--- src/pwd_pkg.sv ---
// package: register map, field layout and constants of the duty scaler pwm
package pwd_pkg;
    // ------------------------------------------------------------
    // register offsets (byte addresses, one word each)
    // ------------------------------------------------------------
    localparam logic [4:0] OFF_CTRL    = 5'h00;
    localparam logic [4:0] OFF_PERIOD  = 5'h04;
    localparam logic [4:0] OFF_DUTY    = 5'h08;
    localparam logic [4:0] OFF_STATUS  = 5'h0c;
    localparam logic [4:0] OFF_IRQ_ST  = 5'h10;
    localparam logic [4:0] OFF_IRQ_MSK = 5'h14;
    localparam logic [4:0] OFF_ERR     = 5'h18;
    localparam logic [4:0] OFF_SHIFT   = 5'h1c;
    // ------------------------------------------------------------
    // control fields
    // ------------------------------------------------------------
    localparam int CTRL_EN       = 0;
    localparam int CTRL_POL      = 1;
    localparam int CTRL_IDLE     = 2;
    localparam int CTRL_EDGE_LO  = 3;
    localparam int CTRL_CLASS_LO = 5;
    localparam int CTRL_NOTE     = 7;
    // irq status bits
    localparam int IRQ_EDGE = 0;
    localparam int IRQ_ERR  = 1;
    // ------------------------------------------------------------
    // widths, resets, codes
    // ------------------------------------------------------------
    localparam int DUTY_W   = 16;
    localparam int PERIOD_W = 16;
    localparam logic [15:0] DUTY_FULL      = 16'h8000;
    localparam logic [15:0] DUTY_ZERO      = 16'h0000;
    localparam int          DUTY_SHIFT     = 15;
    localparam logic [15:0] PERIOD_RST     = 16'h03e8;
    localparam logic [15:0] DUTY_RST       = 16'h4000;
    localparam logic [15:0] SHIFT_RST      = 16'h0000;
    localparam logic [7:0]  CTRL_RST       = 8'h01;
    localparam logic [7:0]  ERR_NONE       = 8'h00;
    localparam logic [7:0]  err_period_locked = 8'h13;

    typedef enum logic [1:0] {
        EDGE_RISING             = 2'b00,
        EDGE_FALLING            = 2'b01,
        event_on_any_transition = 2'b10
    } pwd_edge_type;

    typedef enum logic [1:0] {
        CLASS_VARIABLE      = 2'b00,
        CLASS_FIXED         = 2'b01,
        CLASS_FIXED_SHIFTED = 2'b10
    } pwd_class_type;
endpackage

--- src/pwd_ontime.sv ---
// on-time calculation: period times duty over full scale
`timescale 1ns/1ps
module pwd_ontime (
    input  wire logic [15:0] period,
    input  wire logic [15:0] duty,
    output      logic [15:0] on_time,
    output      logic        is_zero,
    output      logic        is_full
);
    // ------------------------------------------------------------
    // scaling
    // ------------------------------------------------------------
    wire logic [15:0] clamped;
    wire logic [31:0] product;
    assign clamped = (duty > pwd_pkg::DUTY_FULL) ? pwd_pkg::DUTY_FULL : duty;
    assign product = period * clamped;
    assign on_time = product[pwd_pkg::DUTY_SHIFT +: 16];
    assign is_zero = (clamped == pwd_pkg::DUTY_ZERO);
    assign is_full = (clamped == pwd_pkg::DUTY_FULL);
endmodule

--- src/pwd_top.sv ---
// duty-scaled pwm channel with avalon-mm register slave
`timescale 1ns/1ps
module pwd_top (
    input  wire logic        clk,
    input  wire logic        rst,
    input  wire logic [4:0]  avs_address,
    input  wire logic        avs_read,
    input  wire logic        avs_write,
    input  wire logic [31:0] avs_writedata,
    input  wire logic [3:0]  avs_byteenable,
    output      logic [31:0] avs_readdata,
    output      logic        avs_waitrequest,
    output      logic        pwm_out,
    output      logic        irq
);
    // ------------------------------------------------------------
    // registers
    // ------------------------------------------------------------
    logic [7:0]  ctrl;
    logic [15:0] period;
    logic [15:0] duty;
    logic [15:0] shift;
    logic [15:0] cnt;
    logic [15:0] on_act;
    logic        zero_act;
    logic        full_act;
    logic        level;
    logic        level_d;
    logic [1:0]  irq_st;
    logic [1:0]  irq_msk;
    logic [7:0]  err_code;
    logic        ack;

    // ------------------------------------------------------------
    // bus decode
    // ------------------------------------------------------------
    wire logic req      = (avs_read | avs_write) & ~ack;
    // a write lands on the edge that sees waitrequest low
    wire logic wr       = avs_write & ack;
    wire logic lo_en    = avs_byteenable[0];
    wire logic hi_en    = avs_byteenable[1];
    wire logic sel_ctrl = (avs_address == pwd_pkg::OFF_CTRL);
    wire logic sel_per  = (avs_address == pwd_pkg::OFF_PERIOD);
    wire logic sel_duty = (avs_address == pwd_pkg::OFF_DUTY);
    wire logic sel_ist  = (avs_address == pwd_pkg::OFF_IRQ_ST);
    wire logic sel_msk  = (avs_address == pwd_pkg::OFF_IRQ_MSK);
    wire logic sel_err  = (avs_address == pwd_pkg::OFF_ERR);
    wire logic sel_sh   = (avs_address == pwd_pkg::OFF_SHIFT);
    wire logic sel_st_rd = (avs_address == pwd_pkg::OFF_STATUS);
    wire logic [1:0] cls = ctrl[pwd_pkg::CTRL_CLASS_LO +: 2];
    wire logic [1:0] edg = ctrl[pwd_pkg::CTRL_EDGE_LO +: 2];
    wire logic enable  = ctrl[pwd_pkg::CTRL_EN];
    wire logic pol     = ctrl[pwd_pkg::CTRL_POL];
    wire logic idle_lv = ctrl[pwd_pkg::CTRL_IDLE];
    wire logic notify  = ctrl[pwd_pkg::CTRL_NOTE];
    wire logic per_wr  = wr & sel_per;
    // only variable class may retune period
    wire logic per_ok  = (cls == pwd_pkg::CLASS_VARIABLE);
    wire logic per_bad = per_wr & ~per_ok;
    // shift is locked outside of variable class too
    wire logic sh_ok   = wr & sel_sh & per_ok;
    wire logic sh_bad  = wr & sel_sh & ~per_ok;

    // ------------------------------------------------------------
    // duty scaling
    // ------------------------------------------------------------
    wire logic [15:0] on_new;
    wire logic        zero_new;
    wire logic        full_new;
    pwd_ontime u_ontime (
        .period  (period),
        .duty    (duty),
        .on_time (on_new),
        .is_zero (zero_new),
        .is_full (full_new)
    );

    // ------------------------------------------------------------
    // counter and level
    // ------------------------------------------------------------
    wire logic last     = (cnt >= period - 16'h0001) | (period == 16'h0000);
    wire logic [15:0] next_cnt = last ? 16'h0000 : cnt + 16'h0001;
    // phase shift moves the on window start
    wire logic [15:0] phase = cnt - shift;
    wire logic shifted  = (cls == pwd_pkg::CLASS_FIXED_SHIFTED);
    wire logic [15:0] pos = shifted ? phase : cnt;
    wire logic in_on    = (pos < on_act) & (pos < period);
    wire logic active   = full_act ? 1'b1 : (zero_act ? 1'b0 : in_on);
    wire logic next_level = enable ? (active ? pol : ~pol) : idle_lv;
    wire logic rise     = level & ~level_d;
    wire logic fall     = ~level & level_d;
    wire logic edge_hit =
        (edg == pwd_pkg::EDGE_RISING  && rise) ||
        (edg == pwd_pkg::EDGE_FALLING && fall) ||
        (edg == pwd_pkg::event_on_any_transition && (rise || fall));
    wire logic [1:0] events = {per_bad | sh_bad, edge_hit & notify};
    wire logic [1:0] clr    = (wr & sel_ist & lo_en) ?
                              avs_writedata[1:0] : 2'b00;

    always_ff @(posedge clk) begin
        if (rst) begin
            cnt      <= 16'h0000;
            on_act   <= 16'h0000;
            zero_act <= 1'b0;
            full_act <= 1'b0;
        end else begin
            cnt <= next_cnt;
            // new duty settings take effect at the period boundary; period, shift and ctrl act at once
            if (last) begin
                on_act   <= on_new;
                zero_act <= zero_new;
                full_act <= full_new;
            end
        end
    end

    always_ff @(posedge clk) begin
        if (rst) begin
            level   <= 1'b0;
            level_d <= 1'b0;
        end else begin
            level   <= next_level;
            level_d <= level;
        end
    end
    assign pwm_out = level;

    // ------------------------------------------------------------
    // register writes
    // ------------------------------------------------------------
    always_ff @(posedge clk) begin
        if (rst) begin
            ctrl   <= pwd_pkg::CTRL_RST;
            period <= pwd_pkg::PERIOD_RST;
            duty   <= pwd_pkg::DUTY_RST;
            shift  <= pwd_pkg::SHIFT_RST;
        end else begin
            if (wr && sel_ctrl && lo_en)
                ctrl <= avs_writedata[7:0];
            if (per_wr && per_ok) begin
                if (lo_en) period[7:0]  <= avs_writedata[7:0];
                if (hi_en) period[15:8] <= avs_writedata[15:8];
            end
            if (wr && sel_duty) begin
                if (lo_en) duty[7:0]  <= avs_writedata[7:0];
                if (hi_en) duty[15:8] <= avs_writedata[15:8];
            end
            if (sh_ok) begin
                if (lo_en) shift[7:0]  <= avs_writedata[7:0];
                if (hi_en) shift[15:8] <= avs_writedata[15:8];
            end
        end
    end

    always_ff @(posedge clk) begin
        if (rst) begin
            irq_st   <= 2'b00;
            irq_msk  <= 2'b00;
            err_code <= pwd_pkg::ERR_NONE;
            irq      <= 1'b0;
        end else begin
            irq_st <= (irq_st & ~clr) | events;
            if (wr && sel_msk && lo_en)
                irq_msk <= avs_writedata[1:0];
            if (per_bad || sh_bad)
                err_code <= pwd_pkg::err_period_locked;
            else if (wr && sel_err && lo_en)
                err_code <= pwd_pkg::ERR_NONE;
            irq <= |(((irq_st & ~clr) | events) & irq_msk);
        end
    end

    // ------------------------------------------------------------
    // read path: one wait cycle then ack
    // ------------------------------------------------------------
    logic [31:0] rd_mux;
    always_comb begin
        rd_mux = 32'h0000_0000;
        case (avs_address)
            pwd_pkg::OFF_CTRL:    rd_mux = {24'h00_0000, ctrl};
            pwd_pkg::OFF_PERIOD:  rd_mux = {16'h0000, period};
            pwd_pkg::OFF_DUTY:    rd_mux = {16'h0000, duty};
            pwd_pkg::OFF_STATUS:  rd_mux = {31'h0000_0000, level};
            pwd_pkg::OFF_IRQ_ST:  rd_mux = {30'h0000_0000, irq_st};
            pwd_pkg::OFF_IRQ_MSK: rd_mux = {30'h0000_0000, irq_msk};
            pwd_pkg::OFF_ERR:     rd_mux = {24'h00_0000, err_code};
            pwd_pkg::OFF_SHIFT:   rd_mux = {16'h0000, shift};
            default:              rd_mux = 32'h0000_0000;
        endcase
    end

    always_ff @(posedge clk) begin
        if (rst) begin
            avs_waitrequest <= 1'b1;
            avs_readdata    <= 32'h0000_0000;
        end else begin
            // one wait state: the answer lands the cycle after the take
            avs_waitrequest <= ~req;
            if (avs_read && !ack)
                avs_readdata <= rd_mux;
        end
    end
    assign ack = ~avs_waitrequest;
endmodule

--- config.mk ---
export PLATFORM = sky130hd
export DESIGN_NAME = pwd_top
export DESIGN_NICKNAME = d
export VERILOG_FILES = /design/src/pwd_pkg.sv /design/src/pwd_ontime.sv /design/src/pwd_top.sv
export SDC_FILE = /design/constraint.sdc
export NUM_CORES = 1
export LEC_CHECK = 0
export ABC_AREA = 1
export BUFFER_PORTS_ARGS = -buffer_cell sky130_fd_sc_hd__buf_4
export CORE_ASPECT_RATIO = 0.8
export CORE_MARGIN = 4
export CORE_UTILIZATION = 25
export DETAILED_ROUTE_END_ITERATION = 6
export PLACE_DENSITY = 0.43
export SYNTH_ARGS = -nofsm -noshare
export SYNTH_HDL_FRONTEND = slang
export SYNTH_HIERARCHICAL = 1
export SYNTH_SLANG_ARGS = --single-unit
--- constraint.sdc ---
create_clock -name clk -period 6.6 [get_ports clk]
set_input_delay 0 -clock clk [delete_from_list [all_inputs] [get_ports clk]]
set_output_delay 0 -clock clk [all_outputs]
set_load 0.01 [all_outputs]
# Word-level counts from Yosys, hierarchy flattened

Index checks and enable logic that the tools add are counted.

Bitwise operators: 26
Multipliers: 1
Equal/unequal tests: 11
Reduce and logical (&&, ||, !) cells: 30
Mux-type cells: 10
$add $sub $neg: 3
$lt $le $gt $ge: 4

Operators with widths:

| kind                    | count |
|---|---|
| $pmux W16 S8            | 1 |
| $logic_not A16 Y1       | 2 |
| $lt A16 B16 Y1          | 2 |
| $mux W16                | 2 |
| $mul A16 B16 Y31        | 1 |
| $eq A5 B5 Y1 const B    | 4 |
| $add A16 B1 Y16 const B | 1 |
| $eq A16 B16 Y1 const B  | 1 |
| $ge A16 B16 Y1          | 1 |
| $gt A16 B16 Y1 const B  | 1 |
| $sub A16 B1 Y16 const B | 1 |
| $sub A16 B16 Y16        | 1 |
| $and A1 B1 Y1           | 13 |
| $logic_and A1 B1 Y1     | 12 |
| $reduce_and A2 Y1       | 6 |
| $eq A5 B4 Y1 const B    | 2 |
| $mux W5                 | 2 |
| $not A1 Y1              | 6 |
| $eq A5 B3 Y1 const B    | 1 |
| $logic_not A5 Y1        | 1 |
| $and A2 B2 Y2           | 2 |
| $eq A2 B2 Y1 const B    | 2 |
| $logic_not A2 Y1        | 2 |
| $logic_or A1 B1 Y1      | 4 |
| 8 further kinds         | 14 |

Output and inout port bits: 35
Bits of input ports: 45
Logic and storage cells: 104
Register bits: 133

# Depth between registers and ports, before layout

Gate-level depths: netlist of the first run.

Depth in word-level cells: 10
Mapped depth: 34
Depth with buffers taken out: 32

# Hierarchy

The synthesis of the first run kept the hierarchy.

Modules (own cells, without submodules):

| module     | cells an instance | instances | area an instance (µm²) |
|---|---|---|---|
| pwd_ontime | 1,150             | 1         | 8,692.1 |
| pwd_top    | 952               | 1         | 7,010.5 |

# Least setup slack after synthesis of the first run

OpenSTA, ideal clock, no wires.

Path type: register to register
Start: register duty[5]
End: register on_act[15]
Cell stages (with the launch flop): 28
Period minus slack after synthesis: 5,818 ps
Slack: 782 ps
Arrival time: 5,690 ps
Library setup time: 128 ps
Path through: dfxtp_1 nor4_1 nand3_1 nand2_2 nand2_1 inv_2 buf_4 nand2_1 fa_1 inv_1 fa_1 inv_1 fa_1 fa_1 fa_1 fa_1 inv_1 ha_1 a21oi_1 o21ai_0 a21oi_1 nor2_1 nor2_1 nand2_1 nand2_1 nand2_1 a21oi_1 nor2_1

Cells in the longest elaborated chain, start to end: 3

Ends and longest elaborated chain:

| element                  | line             | source |
|---|---|---|
| start: declaration       | pwd_top.sv:21    | `logic [15:0] duty;` |
| start signal: assignment | pwd_top.sv:135   | `duty <= pwd_pkg::DUTY_RST;` |
| start signal: assignment | pwd_top.sv:145   | `if (lo_en) duty[7:0] <= avs_writedata[7:0];` |
| $gt A16 B16 Y1           | pwd_ontime.sv:15 | `assign clamped = (duty > pwd_pkg::DUTY_FULL) ? pwd_pkg::DUTY_FULL : duty;` |
| $mux W16 *               | pwd_ontime.sv:15 |  |
| $mul A16 B16 Y31 *       | pwd_ontime.sv:16 | `assign product = period * clamped;` |
| named net on_new[15]     | pwd_top.sv:67    | `wire logic [15:0] on_new;` |
| end signal: assignment   | pwd_top.sv:110   | `on_act <= on_new;` |
| end: declaration         | pwd_top.sv:24    | `logic [15:0] on_act;` |

Mark *: on every way through the listed nets, which the timed path passes. The rest lies on a longest branch.
A chain may end at the register's enable or synchronous reset.

# Final worst setup path of the first run

Start: register duty[11]
End: register on_act[11]

Same word-level chain as after synthesis.

==> results.py, run 1 <==
metrics = {
    "run_status": {
        "status": "finished, final reports clean",
    },
    "synthesis": {
        "ys.flop_type": "dfxtp_1",
        "synth_common_cells": "397 x inv_1, 392 x nand2_1, 266 x nor2_1",
        "synth-edff-count": 0,
        "async_flop_share_pct": 0,
        "seq_area_frac_synth_pct": 14.66,
        "synthesis.area_um2": 15700,
        "postSynthCellCount": 2102,
        "synth_top_area_cell": "fa_1",
        "synth_warnings": 6,
        "ys_ff_latch": 115,
        "synth_cell_types": 57,
        "avgSynthCellArea_um2": 7.470,
        "synth_top_area_share_pct": 24.61,
        "synth.area.top_cells": "fa_1 25%, dfxtp_1 15%, ha_1 13%",
        "synth.most_common_cell": "inv_1",
    },
    "floorplanning": {
        "die_area_um2": 66910,
        "rows": 81,
        "ios": 80,
        "die_width_um": 288.2,
        "start_util_pct": 25.48,
        "core_um2": 61620,
        "die_height_um": 232.2,
    },
    "setup_path": {
        "cp_data_required_time_ns": 6.89,
        "end_kind": "flop",
        "worst-r2r-cell-count": 30,
        "critPathArrivalTime_ns": 6.58,
        "slowest_delay_ns": 0.57,
        "startpoint_type": "flop",
        "cp_common_cell": "nand2_1",
        "cp_slowest_cell": "fa_2",
        "crit_type": "reg -> reg",
        "critPathMaxFanout": 8,
    },
    "timing": {
        "final_hold_viol_count": 0,
        "slew_headroom_pct": 32.93,
        "drv_slew": 0,
        "fin_setup_tns_ns": 0,
        "setup_viol": 0,
        "min_period_over_period_pct": 95.20,
        "clock_skew_ns": 0.009692,
        "whs_ns": 0.06857,
        "max_freq_mhz": 159.1,
        "worstMarginPinSlew_ns": 1.004,
        "fin_crit_ns": 6.283,
    },
    "global_routing": {
        "first_global_vias": 13930,
        "gr-max-usage-layer": "met1",
        "grt_util_met1_pct": 25.37,
        "grt_max_degree": 56,
        "antenna_found_initial": 0,
        "grt_pass1_wl_mm": 83.13,
        "use_met2_pct": 23.32,
        "grt_use_met3_pct": 2.640,
        "grt_use_total_pct": 16.24,
        "grt-ovfl-total": 0,
    },
    "clocking": {
        "root_buffer": "clkbuf_16",
        "cts_tree": "done",
        "clk_latency_ns": 0.43,
        "clk_path_buf_depth": 2,
        "cts.htree.levels": 4,
        "cts.sinks": 115,
        "path_clk_slew_ns": 0.06,
        "cts_made_buffers": 17,
    },
    "routing": {
        "vias": 13930,
        "finalWirelength_mm": 53.92,
        "ant_nets": 0,
        "dr.first_iter.drc_count": 894,
        "firstDrtPassIters": 5,
        "drc": 0,
        "wire_per_inst_um": 17.48,
        "via_per_inst": 4.517,
    },
    "power": {
        "ir_drop_mv": 0.1961,
        "p_leak_uw": 0.009125,
        "power_uw": 1894,
        "powerDensity_nw_per_um2": 101.1,
    },
    "final_layout": {
        "n_antenna_cell": 0,
        "nets": 2641,
        "fin_area_um2": 18740,
        "ff_latch_area_um2": 2302,
        "fillCellCount": 6769,
        "drive_gt1_share_pct": 14.60,
        "area_delta_synth_final_pct": 19.33,
        "multi_input_area_um2": 11750,
    },
    "place": {
        "gp_congestion": 0.8766,
        "placed_area_um2": 17580,
        "detailedPlacementHpwl_mm": 45.71,
        "port_buffers": 45,
    },
    "hold_path": {
        "holdPathStages": 4,
        "hp-class": "in -> reg",
    },
    "run": {
        "maxCapViolCount": 0,
    },
}
[metrics by stage]
| step | util [%] | cells | worst slack, ns |
|---|---|---|---|
| floorplan | - | 2117 | 0.7820 |
| global placement | 28.53 | 3032 | 0.1282 |
| detailed placement | 28.53 | 3032 | 0.09497 |
| CTS | 29.89 | 3084 | 0.07577 |
| global route | 30.41 | 3084 | -0.01890 |
| finish | 30.41 | 3084 | 0.3166 |
[where the power goes]
part | internal [uW] | total, uW | switching (uW)
combinational | 65.8 | 178 | 112
sequential | 699 | 705 | 5.72
clock | 646 | 1010 | 364
total | 1410 | 1890 | 482
[critical path: cells and delay by family, from the launching register on]
kind / cells / cell delay, ns
adders and majority gates: 7 / 3.24
DFF: 1 / 0.31
buffers and inverters: 6 / 0.60
AOI/OAI and AO/OA: 4 / 0.79
and+or+nand+nor: 13 / 1.17
[flip-flops by register name, indices dropped and copies added (netlist names)]
| register | cells |
|---|---|
| level_d | 1 |
| irq_st | 2 |
| duty | 16 |
| ctrl | 8 |
| full_act | 1 |
| avs_waitrequest | 1 |
| avs_readdata | 16 |
| err_code | 1 |
| shift | 16 |
| pwm_out | 1 |
| period | 16 |
| cnt | 16 |
| irq | 1 |
| zero_act | 1 |
| irq_msk | 2 |
| on_act | 16 |
[cell families after synthesis]
| logic type | synth area share [%] |
|---|---|
| AOI/OAI and AO/OA | 11.16 |
| other | 0.02388 |
| DFF | 14.66 |
| buffers and inverters | 12.73 |
| adders and majority gates | 37.51 |
| and+or+nand+nor | 21.24 |
| xor gates and xnor gates | 2.677 |
[placed cells by master, fill, tap and decap left out, drive strengths merged, types with 18 or more instances in the layout]
master / n
a21oi: 147
buf: 159
clkbuf: 18
dfxtp: 115
dlygate4sd3: 20
fa: 193
ha: 162
inv: 412
nand2: 407
nand3: 58
nor2: 273
nor3: 25
o21ai: 102
xor2: 35
[final timing paths]
check	startpoint	end	slack [ns]
worst min register to register	avs_readdata[9]	avs_readdata[9]	0.47
worst min-delay path	avs_byteenable[1]	duty[14]	0.07
worst max-delay path	duty[11]	on_act[11]	0.32
worst max register to register	duty[11]	on_act[11]	0.32
[layout make-up]
class | count | share of cell area, %
clock buffers | 18 | 2.344
well taps | 830 | 5.542
multi-input cells | 1516 | 62.71
clock inverters | 14 | 1.068
inverters | 412 | 8.347
flip-flops and latches | 115 | 12.29
repair buffers | 179 | 7.699
[routing by layer]
metal	vias up	share of wire (%)
li1	6799	-
met1	6752	51
met2	345	42
met3	35	5.8
met4	0	1.2
met5	-	0
[timing repair]
action	in CTS	in global routing
setup buffers	0	0
resized for setup	0	98
hold endpoints to repair	60	0
setup endpoints to repair	0	16
hold buffers	20	0
Note: power is estimated with default switching activity, not from simulation.
==> run 2: changes to the inputs <==
- CORE_MARGIN: 4 -> not set
==> run 2 against run 1 <==
Compared with the run above:
- via count up 0.33%
- flip-flop and latch count unchanged
- design area up 0.37%
- wire length up 0.19%
- critical path type unchanged
- critical endpoint unchanged
- largest cell class unchanged
- largest power group unchanged
==> results.py, run 2 (synthesis gave the netlist of run 1 again) <==
metrics = {
    "setup_path": {
        "critPathArrivalTime_ns": 6.58,
        "reg2reg_slack_ns": 0.31,
        "cp_common_cell": "fa_1",
        "cp_data_required_time_ns": 6.89,
        "startpoint_type": "flop",
        "slowest_delay_ns": 0.59,
        "cp_top_family": "adder cells",
        "worst-path-buf-inv": 7,
        "r2r_end": "on_act[11]",
        "worst-r2r-cell-count": 29,
        "crit_type": "reg -> reg",
        "cp_slowest_cell": "fa_1",
        "critPathMaxFanout": 7,
        "reg2reg_from": "duty[11]",
        "end_kind": "flop",
    },
    "final_layout": {
        "area_delta_synth_final_pct": 19.77,
        "nets": 2640,
        "final_cell_mix": "395 x inv_1, 378 x nand2_1, 249 x nor2_1, 186 x fa_1, 153 x ha_1",
        "fin_area_um2": 18810,
        "final_common_cell": "inv_1",
        "fillCellCount": 6727,
        "n_antenna_cell": 0,
        "ff_latch_area_um2": 2302,
        "multi_input_area_um2": 11810,
        "drive_gt1_share_pct": 14.69,
    },
    "place": {
        "gp_congestion": 0.9021,
        "detailedPlacementHpwl_mm": 45.52,
        "placed_area_um2": 17580,
        "port_buffers": 45,
    },
    "floorplanning": {
        "die_area_um2": 63820,
        "core_um2": 61620,
        "ios": 80,
        "die_width_um": 282.2,
        "start_util_pct": 25.48,
        "rows": 81,
        "die_height_um": 226.2,
    },
    "global_routing": {
        "antenna_found_initial": 1,
        "first_global_vias": 13830,
        "grt_max_degree": 56,
        "grt_pass1_wl_mm": 83.51,
        "grt_use_total_pct": 17.41,
        "grt-ovfl-total": 0,
    },
    "clocking": {
        "cts.htree.levels": 4,
        "path_clk_slew_ns": 0.06,
        "root_buffer": "clkbuf_16",
        "cts_tree": "done",
        "cts_made_buffers": 17,
        "cts.sinks": 115,
        "clk_latency_ns": 0.44,
        "clk_path_buf_depth": 2,
    },
    "routing": {
        "ant_nets": 0,
        "via_per_inst": 4.534,
        "wire_per_inst_um": 17.52,
        "vias": 13980,
        "drc": 0,
        "firstDrtPassIters": 5,
        "finalWirelength_mm": 54.02,
        "dr.first_iter.drc_count": 975,
    },
    "power": {
        "p_leak_uw": 0.009099,
        "power_frac_clock_pct": 53.4,
        "power_uw": 1894,
        "ir_drop_mv": 0.1797,
        "switching_share_pct": 26.16,
        "p_comb_share_pct": 9.4,
        "power_frac_seq_pct": 37.2,
        "p_switching_uw": 495.6,
        "p_int_uw": 1398,
        "powerDensity_nw_per_um2": 100.7,
    },
    "timing": {
        "fin_setup_tns_ns": 0,
        "final_hold_viol_count": 0,
        "clock_skew_ns": 0.01651,
        "slew_headroom_pct": 30.55,
        "max_freq_mhz": 159.0,
        "min_period_over_period_pct": 95.32,
        "setup_viol": 0,
        "worstMarginPinSlew_ns": 1.040,
        "whs_ns": 0.07972,
        "fin_crit_ns": 6.291,
        "drv_slew": 0,
    },
    "hold_path": {
        "min_to": "duty[14]",
        "holdPathStages": 4,
        "hp-class": "in -> reg",
        "hold_start": "avs_byteenable[1]",
    },
    "run": {
        "maxCapViolCount": 0,
    },
    "run_status": {
        "status": "finished, final reports clean",
    },
}
-- run 2: changes by cell type in the layout (fill, tap and decap cells not counted), sizes merged --
| cell | before | now |
|---|---|---|
| clkinv | 10 | 8 |
| buf | 159 | 158 |
| clkinvlp | 0 | 5 |
| clkbuf | 18 | 17 |
| inv | 412 | 410 |
-- run 2: area by class of cell --
class | count | share of cell area (%)
Tap cell | 830 | 5.522
Timing Repair Buffer | 178 | 7.784
Clock inverter | 15 | 1.098
Clock buffer | 17 | 2.262
Inverter | 412 | 8.290
Multi-Input combinational cell | 1516 | 62.80
Sequential cell | 115 | 12.24
-- run 2: worst reg2reg max path: cells and delay by family (launching register included) --
kind	cells	cell delay [ns]
AOI/OAI and AO/OA	1	0.13
adders and majority gates	7	3.41
buffers and inverters	7	0.70
DFF	1	0.30
and+or+nand+nor	14	1.61
-- run 2: power groups by stage --
stage	logic [uW]	registers (uW)	clock network, uW
2_1_floorplan	105	720	0
3_3_place_gp	161	720	0
3_5_place_dp	162	720	0
4_1_cts	173	705	1030
5_1_grt	199	705	1060
6_report	178	705	1010
-- run 2: worst max-delay path by stage --
stage,startpoint,end,slack [ns],depth (start not counted)
after floorplan,duty[5],on_act[15],0.78,27
after global placement,duty[11],on_act[11],0.008,29
after detailed placement,duty[11],on_act[11],0.01,29
after CTS,duty[11],on_act[11],0.05,30
after global routing,duty[11],on_act[13],-0.03,31
final,duty[11],on_act[11],0.31,29
-- run 2: metal layers --
| metal | wire (um) | vias up | global-route usage, % | share of wire [%] |
|---|---|---|---|---|
| met1 | 27760 | 6810 | 26.77 | 51 |
| met2 | 22380 | 329 | 25.21 | 41 |
| li1 | - | 6796 | - | - |
| met5 | 0 | - | 0 | 0 |
| met4 | 884 | 0 | 3.836 | 1.6 |
| met3 | 2993 | 42 | 2.504 | 5.5 |
-- run 2: timing repair --
action                     in CTS  in global routing
setup endpoints to repair       1                 16
pin swaps                       0                 24
hold endpoints to repair       60                  0
setup buffers                   0                  2
hold buffers                   20                  0
resized for setup               2                 99
-- run 2: per-stage QoR --
step | utilization (%) | setup WS [ns] | instances
2_1_floorplan | - | 0.7820 | 2117
3_3_place_gp | 28.53 | 0.007804 | 3029
3_5_place_dp | 28.53 | 0.01259 | 3029
4_1_cts | 29.88 | 0.04866 | 3081
5_1_grt | 30.52 | -0.03017 | 3083
6_report | 30.52 | 0.3092 | 3083
